==> src/sync_defines.svh <==
// Purpose: named offsets, fields, reset values and counts of the sync block
// Assumes: register byte address is four times the register index
// Notes:   definitions only
`ifndef SYNC_DEFINES_SVH
`define SYNC_DEFINES_SVH

// ----------------------------------------------------------------------
// register indexes and address decode
// ----------------------------------------------------------------------
`define IDX_MODE_CTRL  8'h01
`define IDX_SYNC_CFG   8'h03
`define IDX_IRQ_STAT   8'h09
`define IDX_AUX_CTRL   8'h0a
`define ADDR_HI        11
`define ADDR_IDX_HI    9
`define ADDR_IDX_LO    2

// ----------------------------------------------------------------------
// field positions
// ----------------------------------------------------------------------
`define MC_PN_EN       13
`define MC_MODE_SEL    12
`define MC_PULSE_EN    11
`define SC_THR_HI      31
`define SC_THR_LO      27
`define SC_IN_EN       26
`define SC_OUT_EN      25
`define SC_IN_DLY_HI   23
`define SC_IN_DLY_LO   19
`define SC_CHK_MODE    18
`define SC_OUT_DLY_HI  15
`define SC_OUT_DLY_LO  11
`define SC_OUT_POL     9
`define SC_CST_HI      7
`define SC_CST_LO      4
`define SC_MARGIN_HI   3
`define SC_MARGIN_LO   0
`define IS_IRQ_EN      0
`define IS_ERR_TYPE    4
`define IS_ERR         6
`define IS_LOCK        10
`define IS_LOST        11
`define IS_CLR_LOCK    12
`define AUX_TX_INV     0

// ----------------------------------------------------------------------
// reset values, code and timing
// ----------------------------------------------------------------------
`define SYNC_CFG_RST   32'h8000_0000
`define PN_CODE        31'h0576_1f29
`define PN_LEN         7'h1f
`define PN_LAST        5'h1e
`define RUN_MAX        4'hf
`define LOCK_TIMEOUT   7'h5d
`define DLY_STEP_PS    80
`define CLK_PERIOD_PS  40000
`define DLY_STEP_CYC   ((`DLY_STEP_PS + `CLK_PERIOD_PS - 1) / `CLK_PERIOD_PS)

`endif

==> src/sync_pkg.sv <==
// Purpose: types shared by the sync receiver files
// Assumes: constants live in sync_defines.svh
// Notes:   the delay line, correlator and receiver keep their whole state in one struct from here
package sync_pkg;

    typedef enum logic [1:0] {MODE_OFF, MODE_PULSE, MODE_PN} sync_mode_t;

    typedef struct packed {
        logic [31:0] prdata;
        logic        pready;
        logic        pslverr;
    } apb_rsp_t;

    typedef struct packed {
        logic [31:0] taps;
        logic        out;
    } dly_state_t;

    typedef struct packed {
        logic [30:0] win;
        logic        hit;
    } corr_state_t;

    typedef struct packed {
        apb_rsp_t    rsp;
        logic [31:0] mode_ctrl;
        logic [31:0] sync_cfg;
        logic        tx_inv;
        logic        irq_en;
        logic        err;
        logic        err_type;
        logic        lock;
        logic        lost;
        logic        clr_lock;
        logic        sin_meta;
        logic        sin_sync;
        logic        tx_meta;
        logic        tx_sync;
        logic        tx_prev;
        logic        sd_prev;
        logic [3:0]  run;
        logic        aligned;
        logic [4:0]  cstate;
        logic        init;
        logic        nco_rst;
        logic [4:0]  chip_idx;
        logic        chip_hold;
        logic        sync_out;
        logic        sync_out_en;
        logic [6:0]  lock_cnt;
        logic        irq_n;
    } state_t;

endpackage : sync_pkg

==> src/sync_delay_line.sv <==
// Purpose: selectable whole-cycle delay of a one-bit stream
// Assumes: one step is rounded up to one clock cycle
// Notes:   total latency is the selected taps plus two cycles
`timescale 1ns/1ns
`include "sync_defines.svh"

module sync_delay_line (
    input  wire logic       clk,
    input  wire logic       rst,
    input  wire logic       din,
    input  wire logic [4:0] sel,
    output logic            dout
);
    sync_pkg::dly_state_t s_q;
    sync_pkg::dly_state_t s_d;
    logic [4:0]           tap;

    assign tap  = 5'(32'(sel) * `DLY_STEP_CYC);
    assign dout = s_q.out;

    always_comb begin
        s_d      = s_q;
        s_d.taps = {s_q.taps[30:0], din};
        s_d.out  = s_q.taps[tap];
    end

    always_ff @(posedge clk) begin
        if (rst) begin
            s_q <= '0;
        end else begin
            s_q <= s_d;
        end
    end
endmodule : sync_delay_line

==> src/pn_correlator.sv <==
// Purpose: sliding correlator that flags a received code period
// Assumes: one chip per clock, code period of 31 chips
// Notes:   hit is a one-cycle pulse, one clock after the last chip
`timescale 1ns/1ns
`include "sync_defines.svh"

module pn_correlator (
    input  wire logic       clk,
    input  wire logic       rst,
    input  wire logic       en,
    input  wire logic       chip,
    input  wire logic [4:0] thr,
    output logic            hit
);
    sync_pkg::corr_state_t s_q;
    sync_pkg::corr_state_t s_d;
    logic [30:0]           win_n;
    logic [30:0]           match;
    logic [5:0]            n_match;

    localparam logic [30:0] pn_code = `PN_CODE;

    assign win_n = {s_q.win[29:0], chip};
    assign hit   = s_q.hit;

    generate
        for (genvar i = 0; i < 31; i++) begin : g_match
            assign match[i] = win_n[i] ~^ pn_code[i];
        end
    endgenerate

    always_comb begin
        n_match = '0;
        for (int i = 0; i < 31; i++) begin
            n_match = n_match + 6'(match[i]);
        end
        s_d     = s_q;
        s_d.win = win_n;
        // agreement minus disagreement against threshold; a few bad
        // chips still clear the default, off-peak windows never do
        s_d.hit = en && ({1'b0, n_match} + {1'b0, n_match} >=
                  `PN_LEN + 7'(thr));
    end

    always_ff @(posedge clk) begin
        if (rst) begin
            s_q <= '0;
        end else begin
            s_q <= s_d;
        end
    end
endmodule : pn_correlator

==> src/multichip_sync_receiver.sv <==
// Purpose: multichip sync receiver, pulse and code modes, APB registers
// Assumes: CLOCK is the converter sample clock; strobe pin shares it
// Notes:   delay steps are whole clock cycles at this clock rate
//
// Operation
// - sync input sampled on the sample clock
// - strobe resets oscillator phase after alignment
// - margin shortfall sets sync timing error flag
// - manual error checking when check bit zero
// - four-bit timing margin, zero is smallest
// - input delay field delays sampled sync
// - error reaches interrupt only when enabled
// - writing one clears the error flag
// - error type shows setup or hold
// - master emits code on sync output
// - valid code yields one initialization pulse
// - lock status bit reports code lock
// - lock lost latched, cleared by one-zero write
// - output delay field delays emitted code
// - polarity bit delays emitted code further
// - threshold sets chips needed for lock
// - isolated bad chips do not break lock
// - init pulse loads programmed clock state
// - each increment advances clocks one period
// - pulse mode init on sync rising edge
// - flags latched; active-low interrupt while unmasked
`timescale 1ns/1ns
`include "sync_defines.svh"

module multichip_sync_receiver (
    input  wire logic        CLOCK,
    input  wire logic        RST,
    input  wire logic        PSEL,
    input  wire logic        PENABLE,
    input  wire logic        PWRITE,
    input  wire logic [11:0] PADDR,
    input  wire logic [31:0] PWDATA,
    output logic      [31:0] PRDATA,
    output logic             PREADY,
    output logic             PSLVERR,
    input  wire logic        SYNC_IN,
    input  wire logic        TRANSMIT_ENABLE_STROBE,
    output logic             SYNC_OUT,
    output logic             SYNC_OUT_EN,
    output logic             IRQ_N,
    output logic      [4:0]  CLOCK_PHASE,
    output logic             INIT_PULSE,
    output logic             NCO_PHASE_RESET
);
    // ------------------------------------------------------------------
    // state and decode
    // ------------------------------------------------------------------
    sync_pkg::state_t     s_q;
    sync_pkg::state_t     s_d;
    sync_pkg::sync_mode_t mode;
    logic [7:0]           idx;
    logic                 up_ok;
    logic                 mapped;
    logic                 wr;
    logic                 clr_err_w;
    logic                 sd;
    logic                 edge_seen;
    logic                 rise;
    logic                 hit;
    logic                 tx_lvl;
    logic                 tx_fall;
    logic                 chk_on;
    logic                 err_ev;
    logic                 master;
    logic                 chip;
    logic                 out_dly;
    logic [4:0]           chip_pos;

    localparam logic [30:0] pn_code = `PN_CODE;

    assign idx    = PADDR[`ADDR_IDX_HI:`ADDR_IDX_LO];
    assign up_ok  = (PADDR[`ADDR_HI:`ADDR_IDX_HI+1] == '0) &&
                    (PADDR[`ADDR_IDX_LO-1:0] == '0);
    assign mapped = up_ok && (idx == `IDX_MODE_CTRL ||
                    idx == `IDX_SYNC_CFG || idx == `IDX_IRQ_STAT ||
                    idx == `IDX_AUX_CTRL);
    // a write lands on the edge where the master sees pready high
    assign wr        = PSEL && PENABLE && PWRITE && s_q.rsp.pready;
    assign clr_err_w = wr && mapped && idx == `IDX_IRQ_STAT &&
                       PWDATA[`IS_ERR];

    // mode bits as software sets them; anything else leaves sync off
    always_comb begin
        if (s_q.mode_ctrl[`MC_PN_EN] && s_q.mode_ctrl[`MC_MODE_SEL] &&
            !s_q.mode_ctrl[`MC_PULSE_EN] && s_q.sync_cfg[`SC_IN_EN]) begin
            mode = sync_pkg::MODE_PN;
        end else if (!s_q.mode_ctrl[`MC_PN_EN] &&
                     !s_q.mode_ctrl[`MC_MODE_SEL] &&
                     s_q.mode_ctrl[`MC_PULSE_EN] &&
                     s_q.sync_cfg[`SC_IN_EN]) begin
            mode = sync_pkg::MODE_PULSE;
        end else begin
            mode = sync_pkg::MODE_OFF;
        end
    end

    // ------------------------------------------------------------------
    // sync input path
    // ------------------------------------------------------------------
    sync_delay_line u_in_dly (
        .clk  (CLOCK),
        .rst  (RST),
        .din  (s_q.sin_sync),
        .sel  (s_q.sync_cfg[`SC_IN_DLY_HI:`SC_IN_DLY_LO]),
        .dout (sd)
    );

    assign edge_seen = sd ^ s_q.sd_prev;
    assign rise      = sd && !s_q.sd_prev;

    pn_correlator u_corr (
        .clk  (CLOCK),
        .rst  (RST),
        .en   (mode == sync_pkg::MODE_PN),
        .chip (sd),
        .thr  (s_q.sync_cfg[`SC_THR_HI:`SC_THR_LO]),
        .hit  (hit)
    );

    // ------------------------------------------------------------------
    // code generation on the master
    // ------------------------------------------------------------------
    assign master   = mode == sync_pkg::MODE_PN &&
                      s_q.sync_cfg[`SC_OUT_EN];
    assign chip_pos = `PN_LAST - s_q.chip_idx;
    assign chip     = pn_code[chip_pos];

    sync_delay_line u_out_dly (
        .clk  (CLOCK),
        .rst  (RST),
        .din  (chip),
        .sel  (s_q.sync_cfg[`SC_OUT_DLY_HI:`SC_OUT_DLY_LO]),
        .dout (out_dly)
    );

    // ------------------------------------------------------------------
    // strobe and timing checks
    // ------------------------------------------------------------------
    // the idle level is high; the inversion bit flips the pulse sense
    assign tx_lvl  = s_q.tx_sync ^ s_q.tx_inv;
    assign tx_fall = s_q.tx_prev && !tx_lvl;
    assign chk_on  = mode != sync_pkg::MODE_OFF &&
                     !s_q.sync_cfg[`SC_CHK_MODE];
    // run counts stable cycles before a change: low run guards setup,
    // high run guards hold; margin zero can never fail
    assign err_ev  = chk_on && edge_seen &&
                     s_q.run <= s_q.sync_cfg[`SC_MARGIN_HI:`SC_MARGIN_LO];

    // ------------------------------------------------------------------
    // next state
    // ------------------------------------------------------------------
    always_comb begin
        logic [31:0] rd;
        rd  = '0;
        s_d = s_q;

        s_d.sin_meta = SYNC_IN;
        s_d.sin_sync = s_q.sin_meta;
        s_d.tx_meta  = TRANSMIT_ENABLE_STROBE;
        s_d.tx_sync  = s_q.tx_meta;
        s_d.tx_prev  = tx_lvl;
        s_d.sd_prev  = sd;

        if (edge_seen) begin
            s_d.run = 4'h1;
        end else if (s_q.run != `RUN_MAX) begin
            s_d.run = s_q.run + 4'h1;
        end

        // clock generation state machine
        s_d.init = (mode == sync_pkg::MODE_PULSE && rise) ||
                   (mode == sync_pkg::MODE_PN && hit);
        if (s_q.init) begin
            s_d.cstate = {1'b0, s_q.sync_cfg[`SC_CST_HI:`SC_CST_LO]};
        end else begin
            s_d.cstate = s_q.cstate + 5'h1;
        end
        if (mode == sync_pkg::MODE_OFF) begin
            s_d.aligned = 1'b0;
        end else if (s_q.init) begin
            s_d.aligned = 1'b1;
        end
        s_d.nco_rst = (mode == sync_pkg::MODE_PULSE && s_q.aligned &&
                       tx_fall) ||
                      (mode == sync_pkg::MODE_PN && hit);

        // code output; the half period is rounded to one whole cycle
        if (s_q.chip_idx == `PN_LAST) begin
            s_d.chip_idx = '0;
        end else begin
            s_d.chip_idx = s_q.chip_idx + 5'h1;
        end
        s_d.chip_hold   = out_dly;
        s_d.sync_out    = master && (s_q.sync_cfg[`SC_OUT_POL] ?
                          s_q.chip_hold : out_dly);
        s_d.sync_out_en = master;

        // register access
        if (up_ok) begin
            case (idx)
                `IDX_MODE_CTRL: rd = s_q.mode_ctrl;
                `IDX_SYNC_CFG:  rd = s_q.sync_cfg;
                `IDX_IRQ_STAT: begin
                    rd[`IS_IRQ_EN]   = s_q.irq_en;
                    rd[`IS_ERR_TYPE] = s_q.err_type;
                    rd[`IS_ERR]      = s_q.err;
                    rd[`IS_LOCK]     = s_q.lock;
                    rd[`IS_LOST]     = s_q.lost;
                    rd[`IS_CLR_LOCK] = s_q.clr_lock;
                end
                `IDX_AUX_CTRL:  rd[`AUX_TX_INV] = s_q.tx_inv;
                default:        rd = '0;
            endcase
        end
        s_d.rsp = '0;
        if (PSEL && PENABLE && !s_q.rsp.pready) begin
            s_d.rsp.pready  = 1'b1;
            s_d.rsp.pslverr = !mapped;
            if (!PWRITE) begin
                s_d.rsp.prdata = rd;
            end
        end
        if (wr && mapped) begin
            case (idx)
                `IDX_MODE_CTRL: s_d.mode_ctrl = PWDATA;
                `IDX_SYNC_CFG:  s_d.sync_cfg  = PWDATA;
                `IDX_IRQ_STAT: begin
                    s_d.irq_en   = PWDATA[`IS_IRQ_EN];
                    s_d.clr_lock = PWDATA[`IS_CLR_LOCK];
                    if (PWDATA[`IS_ERR]) begin
                        s_d.err = 1'b0;
                    end
                end
                `IDX_AUX_CTRL:  s_d.tx_inv = PWDATA[`AUX_TX_INV];
                default:        s_d.tx_inv = s_q.tx_inv;
            endcase
        end
        if (s_q.clr_lock && !s_d.clr_lock) begin
            s_d.lost = 1'b0;
        end

        // hardware events come last so a set beats a same-cycle clear
        if (err_ev) begin
            s_d.err      = 1'b1;
            s_d.err_type = !sd;
        end
        if (mode != sync_pkg::MODE_PN) begin
            s_d.lock     = 1'b0;
            s_d.lock_cnt = '0;
        end else if (hit) begin
            s_d.lock     = 1'b1;
            s_d.lock_cnt = '0;
        end else if (s_q.lock) begin
            // three missed periods before giving lock up
            if (s_q.lock_cnt == `LOCK_TIMEOUT) begin
                s_d.lock = 1'b0;
                s_d.lost = 1'b1;
            end else begin
                s_d.lock_cnt = s_q.lock_cnt + 7'h1;
            end
        end
        s_d.irq_n = !(s_q.err && s_q.irq_en);
    end

    always_ff @(posedge CLOCK) begin
        if (RST) begin
            s_q          <= '0;
            s_q.sync_cfg <= `SYNC_CFG_RST;
            s_q.irq_n    <= 1'b1;
        end else begin
            s_q <= s_d;
        end
    end

    // ------------------------------------------------------------------
    // outputs
    // ------------------------------------------------------------------
    assign PRDATA          = s_q.rsp.prdata;
    assign PREADY          = s_q.rsp.pready;
    assign PSLVERR         = s_q.rsp.pslverr;
    assign SYNC_OUT        = s_q.sync_out;
    assign SYNC_OUT_EN     = s_q.sync_out_en;
    assign IRQ_N           = s_q.irq_n;
    assign CLOCK_PHASE     = s_q.cstate;
    assign INIT_PULSE      = s_q.init;
    assign NCO_PHASE_RESET = s_q.nco_rst;
endmodule : multichip_sync_receiver

==> config.mk <==
export PLATFORM = sky130hd
export DESIGN_NAME = multichip_sync_receiver
export DESIGN_NICKNAME = d
export VERILOG_FILES = /design/src/sync_pkg.sv /design/src/sync_delay_line.sv /design/src/pn_correlator.sv /design/src/multichip_sync_receiver.sv
export VERILOG_INCLUDE_DIRS = /design/src
export SDC_FILE = /design/constraint.sdc
export NUM_CORES = 1
export LEC_CHECK = 0
export BUFFER_PORTS_ARGS = -buffer_cell sky130_fd_sc_hd__buf_2
export CAP_MARGIN = 20
export CORE_UTILIZATION = 38
export CTS_BUF_LIST = sky130_fd_sc_hd__clkbuf_8
export DETAILED_ROUTE_END_ITERATION = 8
export MAX_ROUTING_LAYER = met4
export PLACE_DENSITY = 0.59
export REMOVE_ABC_BUFFERS = 1
export SKIP_CTS_REPAIR_TIMING = 1
export SYNTH_ARGS = -nofsm -noshare
export SYNTH_HDL_FRONTEND = slang
export SYNTH_SLANG_ARGS = --single-unit
export TNS_END_PERCENT = 10
==> constraint.sdc <==
create_clock -name CLOCK -period 5.7 [get_ports CLOCK]
set_input_delay 1.425 -clock CLOCK [delete_from_list [all_inputs] [get_ports CLOCK]]
set_output_delay 1.425 -clock CLOCK [all_outputs]
set_load 0.02 [all_outputs]
# ---- Yosys cells after proc, flatten, opt, wreduce, memory -nomap -nowiden
# Memory sizes are Yosys's and may differ from the RTL's. A register that Yosys moved wholly into a read port is not among the register bits.
# Index checks and enable logic that the tools add are counted.
dict set report word_totals {
  register_bits 236
  input_bits 51
  latchBits 0
  output_inout_bits 44
  rom_bits 32
  word_cells 208
  mem_bits_rw 0
  mem_count 1
}
# name words width rd rd_ports_with_merged_regs write_ports line
set memory_table {}
lappend memory_table {{(name not given)} 32 1 1 1 0 multichip_sync_receiver.sv:131} ;# assign chip = pn_code[chip_pos];
dict set report classes {
  order_cmp 5
  muxes 32
  n_mul 0
  shifts 0
  n_addsub 37
  n_reduce_logical 65
  div_mod_pow 0
  n_eq_ne 10
  n_bitwise 21
}
# operator n
set ops {}
lappend ops {{$add 6x1->6} 29}
lappend ops {{$pmux 19 s2} 1}
lappend ops {{$logic_and 1x1->1} 27}
lappend ops {{$not 1->1} 19}
lappend ops {{$lt 5x6->1 const B} 3}
lappend ops {{$eq 8x4->1 const B} 2}
lappend ops {{$mux 1} 16}
lappend ops {{$pmux 3 s2} 2}
lappend ops {{$reduce_or 2->1} 6}
lappend ops {{$logic_not 1->1} 11}
lappend ops {{$add 5x1->5 const B} 2}
lappend ops {{$bmux 1 s5} 2}
lappend ops {{$mux 2} 5}
lappend ops {{$reduce_and 2->1} 5}
lappend ops {{$reduce_bool 2->1} 5}
lappend ops {{$pmux 3 s3} 1}
lappend ops {{$eq 8x1->1 const B} 1}
lappend ops {{$eq 8x2->1 const B} 1}
lappend ops {{$add 6x6->7} 1}
lappend ops {{$add 7x1->7 const B} 1}
lappend ops {{$eq 7x7->1 const B} 1}
lappend ops {{$ge 7x6->1} 1}
lappend ops {{$add 5x5->6 const A} 1}
lappend ops {{$logic_not 2->1} 3}
lappend ops {{other kinds (18)} 24}

# ---- Logic depth before layout (Yosys ltp)
dict set report logic_depth {
  ltp_word 34
  ltp_mapped 21
  ltp_nobuf 21
}

# ---- Cells and area by module
# From an unflattened synthesis, not the netlist that was laid out.
dict set report unflattened {
  hier_cells 1010
  hier_area_um2 9740.6
}
# mod area_per_inst_um2 cells_per_inst seq_area_each_um2 n_inst
set modules_own_cells {}
lappend modules_own_cells {multichip_sync_receiver 5656.7 665 2782.7 1}
lappend modules_own_cells {sync_delay_line 1188.6 91 660.6 2}
lappend modules_own_cells {pn_correlator 1706.6 163 620.6 1}

# ---- Least setup slack after synthesis
# No wires, ideal clock.
dict set report synth_timing {
  path_kind {reg-to-reg}
  start {register u_corr.s_q, in the netlist u_corr.s_d[2]}
  end {register u_corr.s_q, in the netlist u_corr.hit}
  arrival_time_ps 5113
  stages_incl_launch_ff 19
  n_path_buf 0
  period_less_slack_ps 5227
  t_required_ps 5585
  setup_slack_ps 473
  setup_time_ps 115
  cell_sequence {dfxtp_1 inv_1 ha_1 fa_1 fa_1 fa_1 fa_1 fa_1 inv_1 fa_1 inv_1 ha_1 a21o_1 a21oi_1 xnor2_1 ha_1 o21ai_0 a21oi_1 o21a_1}
}
dict set report synth_between {
  elab_chain_cells 34
}
# item line
set synth_lines {}
lappend synth_lines {{from (decl)} pn_correlator.sv:15} ;# sync_pkg::corr_state_t s_q;
lappend synth_lines {{from (signal assigned)} pn_correlator.sv:47} ;# s_q <= '0;
lappend synth_lines {{from (signal assigned)} pn_correlator.sv:49} ;# s_q <= s_d;
lappend synth_lines {{$not 1->1 (no line)} n/a}
lappend synth_lines {{$add 1x1->2} pn_correlator.sv:35} ;# n_match = n_match + 6'(match[i]);
lappend synth_lines {{$add 6x1->6 (29 in series)} pn_correlator.sv:35}
lappend synth_lines {{$add 6x6->7} pn_correlator.sv:41} ;# s_d.hit = en && ({1'b0, n_match} + {1'b0, n_match} >=
lappend synth_lines {{$ge 7x6->1} pn_correlator.sv:41}
lappend synth_lines {{$logic_and 1x1->1} pn_correlator.sv:41}
# Every way passes these cells.
# A chain may end at the register's enable or synchronous reset.

# ---- Worst setup path after layout
# Same ends and word-level chain as after synthesis.

==> impl_metrics.ini <==
[sta]
timing.final.hold_violations = 0
timing_max_transition_violations_final = 0
rsz_0062_raised_after_global_routing = false
period_minus_slack_ps = 5411
setup_viol = 0
fmaxAchievable_ghz = 0.1848
worstMarginPinSlew_ps = 924.3
slew_headroom = 0.3838
setup_tns_ps = 0
finClkSkew_ps = 20.86
layout_worst_path_cycle_share = 0.9494
final.hold.worst_slack_ps = 427.1

[floorplanning]
pin_count = 95
row_count = 58
initial_cell_density_of_the_core = 0.3896
die_area_sq_um = 26610
die-width_um = 163.1
die_height_um = 163.1
core_area_sq_um = 25330

[global_routing]
grt_start_max_net_pins = 83
vias_in_the_first_global_route = 6647
overflow = 0
grt.total_usage = 0.1646
grt_antenna_before_repair = 1
wire_length_of_the_first_global_routing_pass_um = 33860

[yosys]
synth.yosys.warnings = 0
dominantRegCellSynth = sky130_fd_sc_hd__dfxtp_1
share_of_yosys_cell_area_claimed_by_the_top_area_cell_type = 0.4768
synth-edff-count = 0
synth-seq-cells = 235
share_of_synthesized_flip_flops_with_an_asynchronous_set_or_reset = 0
synth.yosys.seq_area_share = 0.4768
postSynthAreaPerCell_sq_um = 9.877
postSynthCellCount = 999
post_synth_cell_types = 52
synth.cell_area_sq_um = 9867
post_synth_main_area_contributors = sky130_fd_sc_hd__dfxtp_1, sky130_fd_sc_hd__nor2b_1, sky130_fd_sc_hd__fa_1
synth_largest_area_cell = sky130_fd_sc_hd__dfxtp_1

[final_layout]
layout_common_cells = sky130_fd_sc_hd__dfxtp_1, sky130_fd_sc_hd__nand2_1, sky130_fd_sc_hd__buf_2
nNetsFinal = 1153
fill_cells = 2428
layout-area-overhead-vs-synth_pct = 12.45
drive_gt1_frac = 0.2312
mostFrequentLayoutCell = sky130_fd_sc_hd__dfxtp_1

[clock_tree]
tritoncts = yes
root_buffer = sky130_fd_sc_hd__clkbuf_8
worst_setup_hold_path_clk_slew_ps = 50
tritoncts.num_buffers = 40
clock_sinks = 235
htree_num_levels = 2
clk_latency_ps = 530
cts-root-to-sink-buffers = 3

[power_and_ir_drop]
pwr_dens_nw_per_um2 = 296.0
power_leakage_uw = 0.004218
peakVddDrop_uv = 158.2

[routing]
final_wirelength_um = 20470
detail_route.drc_violations = 0
drt-initial-drc-count = 305
detail-route-antenna-nets = 0
routed-via-count = 6622
routed_vias_inst = 4.703
routedWlPerCell_um = 14.54
first_pass_iters = 4

[hold_path]
min_path_type = register to register
hold_depth = 1

[placed_design]
detailed_place_hpwl_um = 13560
io_buffer_count = 94
gp_congestion = 0.7922

[status]
status = finished, final reports clean

[job]
cap_viol_max_count = 0

[worst_setup_path]
worst-r2r-cell-count = 18
critPathRequiredTime_ps = 6110
timing.setup.critical_path_class = register to register
worst-path-max-fanout = 4
worstPathArrival_ps = 5820
r2r_setup_slack_ps = 290
worstSetupStartpointType = register
critical_path.endpoint_type = register
[power breakdown]
group / switching, uW / total, uW / leakage (uW) / internal, uW
combinational: 77.1 / 131 / 0.00187 / 54.2
sequential: 10.2 / 1660 / 0.00190 / 1650
clock: 650 / 1490 / 0.000453 / 840
total: 738 / 3280 / 0.00422 / 2550
[worst max-delay path, cell delays in order, from the launching register on]
cell	delay [ps]
sky130_fd_sc_hd__dfxtp_1	300
sky130_fd_sc_hd__inv_1	50
sky130_fd_sc_hd__ha_1	350
sky130_fd_sc_hd__fa_1	490
sky130_fd_sc_hd__fa_1	400
sky130_fd_sc_hd__fa_1	490
sky130_fd_sc_hd__fa_1	530
sky130_fd_sc_hd__fa_1	540
sky130_fd_sc_hd__inv_1	50
sky130_fd_sc_hd__fa_1	590
sky130_fd_sc_hd__inv_1	60
sky130_fd_sc_hd__ha_1	280
sky130_fd_sc_hd__a21o_1	170
sky130_fd_sc_hd__a21oi_1	220
sky130_fd_sc_hd__xnor2_1	150
sky130_fd_sc_hd__ha_1	250
sky130_fd_sc_hd__o21ai_0	160
sky130_fd_sc_hd__a21oi_1	60
sky130_fd_sc_hd__o21a_1	190
[Yosys cell counts (all sizes together) (16+ instances only)]
master,n
a21oi,83
a22oi,26
buf,53
ha,28
mux4,18
nor2,86
mux2i,16
nand2,141
clkbuf,40
inv,50
fa,23
nor2b,90
dfxtp,235
[stage by stage]
stage | utilization | cell area, sq um | std cells | power [uW] | worst slack [ps]
after floorplan | - | 9301 | 906 | 1763 | 472.7
after global routing | 0.4381 | 11100 | 1408 | 3443 | 25.46
after global placement | 0.4062 | 10290 | 1339 | 1829 | 305.4
after CTS | 0.4380 | 11090 | 1407 | 3335 | 237.1
final | 0.4381 | 11100 | 1408 | 3284 | 288.7
after detailed placement | 0.4062 | 10290 | 1339 | 1831 | 253.1
[per-layer routing]
metal | wire length, um | up-vias | track usage
met5 | 0 | - | -
met4 | 331 | 0 | 0.04545
met3 | 802 | 33 | 0.03225
met2 | 9677 | 99 | 0.2629
met1 | 9662 | 3131 | 0.2112
li1 | - | 3359 | -
[sequential cells by signal (all words and copies together), names as in the netlist, 2 cells and up]
register and cells:
s_q 92, u_out_dly.s_d 31, u_in_dly.s_d 31, s_d 2, PRDATA 32, u_corr.match 14, u_corr.s_d 16, CLOCK_PHASE 5
[worst paths after layout]
kind                                     from         end
worst max-delay path            u_corr.s_d[2]  u_corr.hit
worst min-delay path                  s_q[39]       IRQ_N
worst max register to register  u_corr.s_d[2]  u_corr.hit
worst min register to register        s_q[39]       IRQ_N
[final cells by class]
class                      count  area [sq um]  area share
clock buffer                  54         743.2     0.06698
tap                          330         412.9     0.03721
timing repair buffer         103         544.3     0.04905
clock inverter                14         61.31    0.005526
antenna                        1         2.502   0.0002255
inverter                      50         187.7     0.01691
multi-input combinational    621          4439      0.4001
sequential                   235          4705      0.4240
[logic make-up after synthesis]
| family | after synthesis | share of synthesized area |
|---|---|---|
| simple gates | 377 | 0.1941 |
| flops | 235 | 0.4768 |
| buf+inv | 143 | 0.07634 |
| compound gates | 136 | 0.09282 |
| fa+ha+maj | 51 | 0.08217 |
| mux | 34 | 0.05732 |
| xor+xnor | 23 | 0.02042 |
Power figures use the tool's default switching activity.
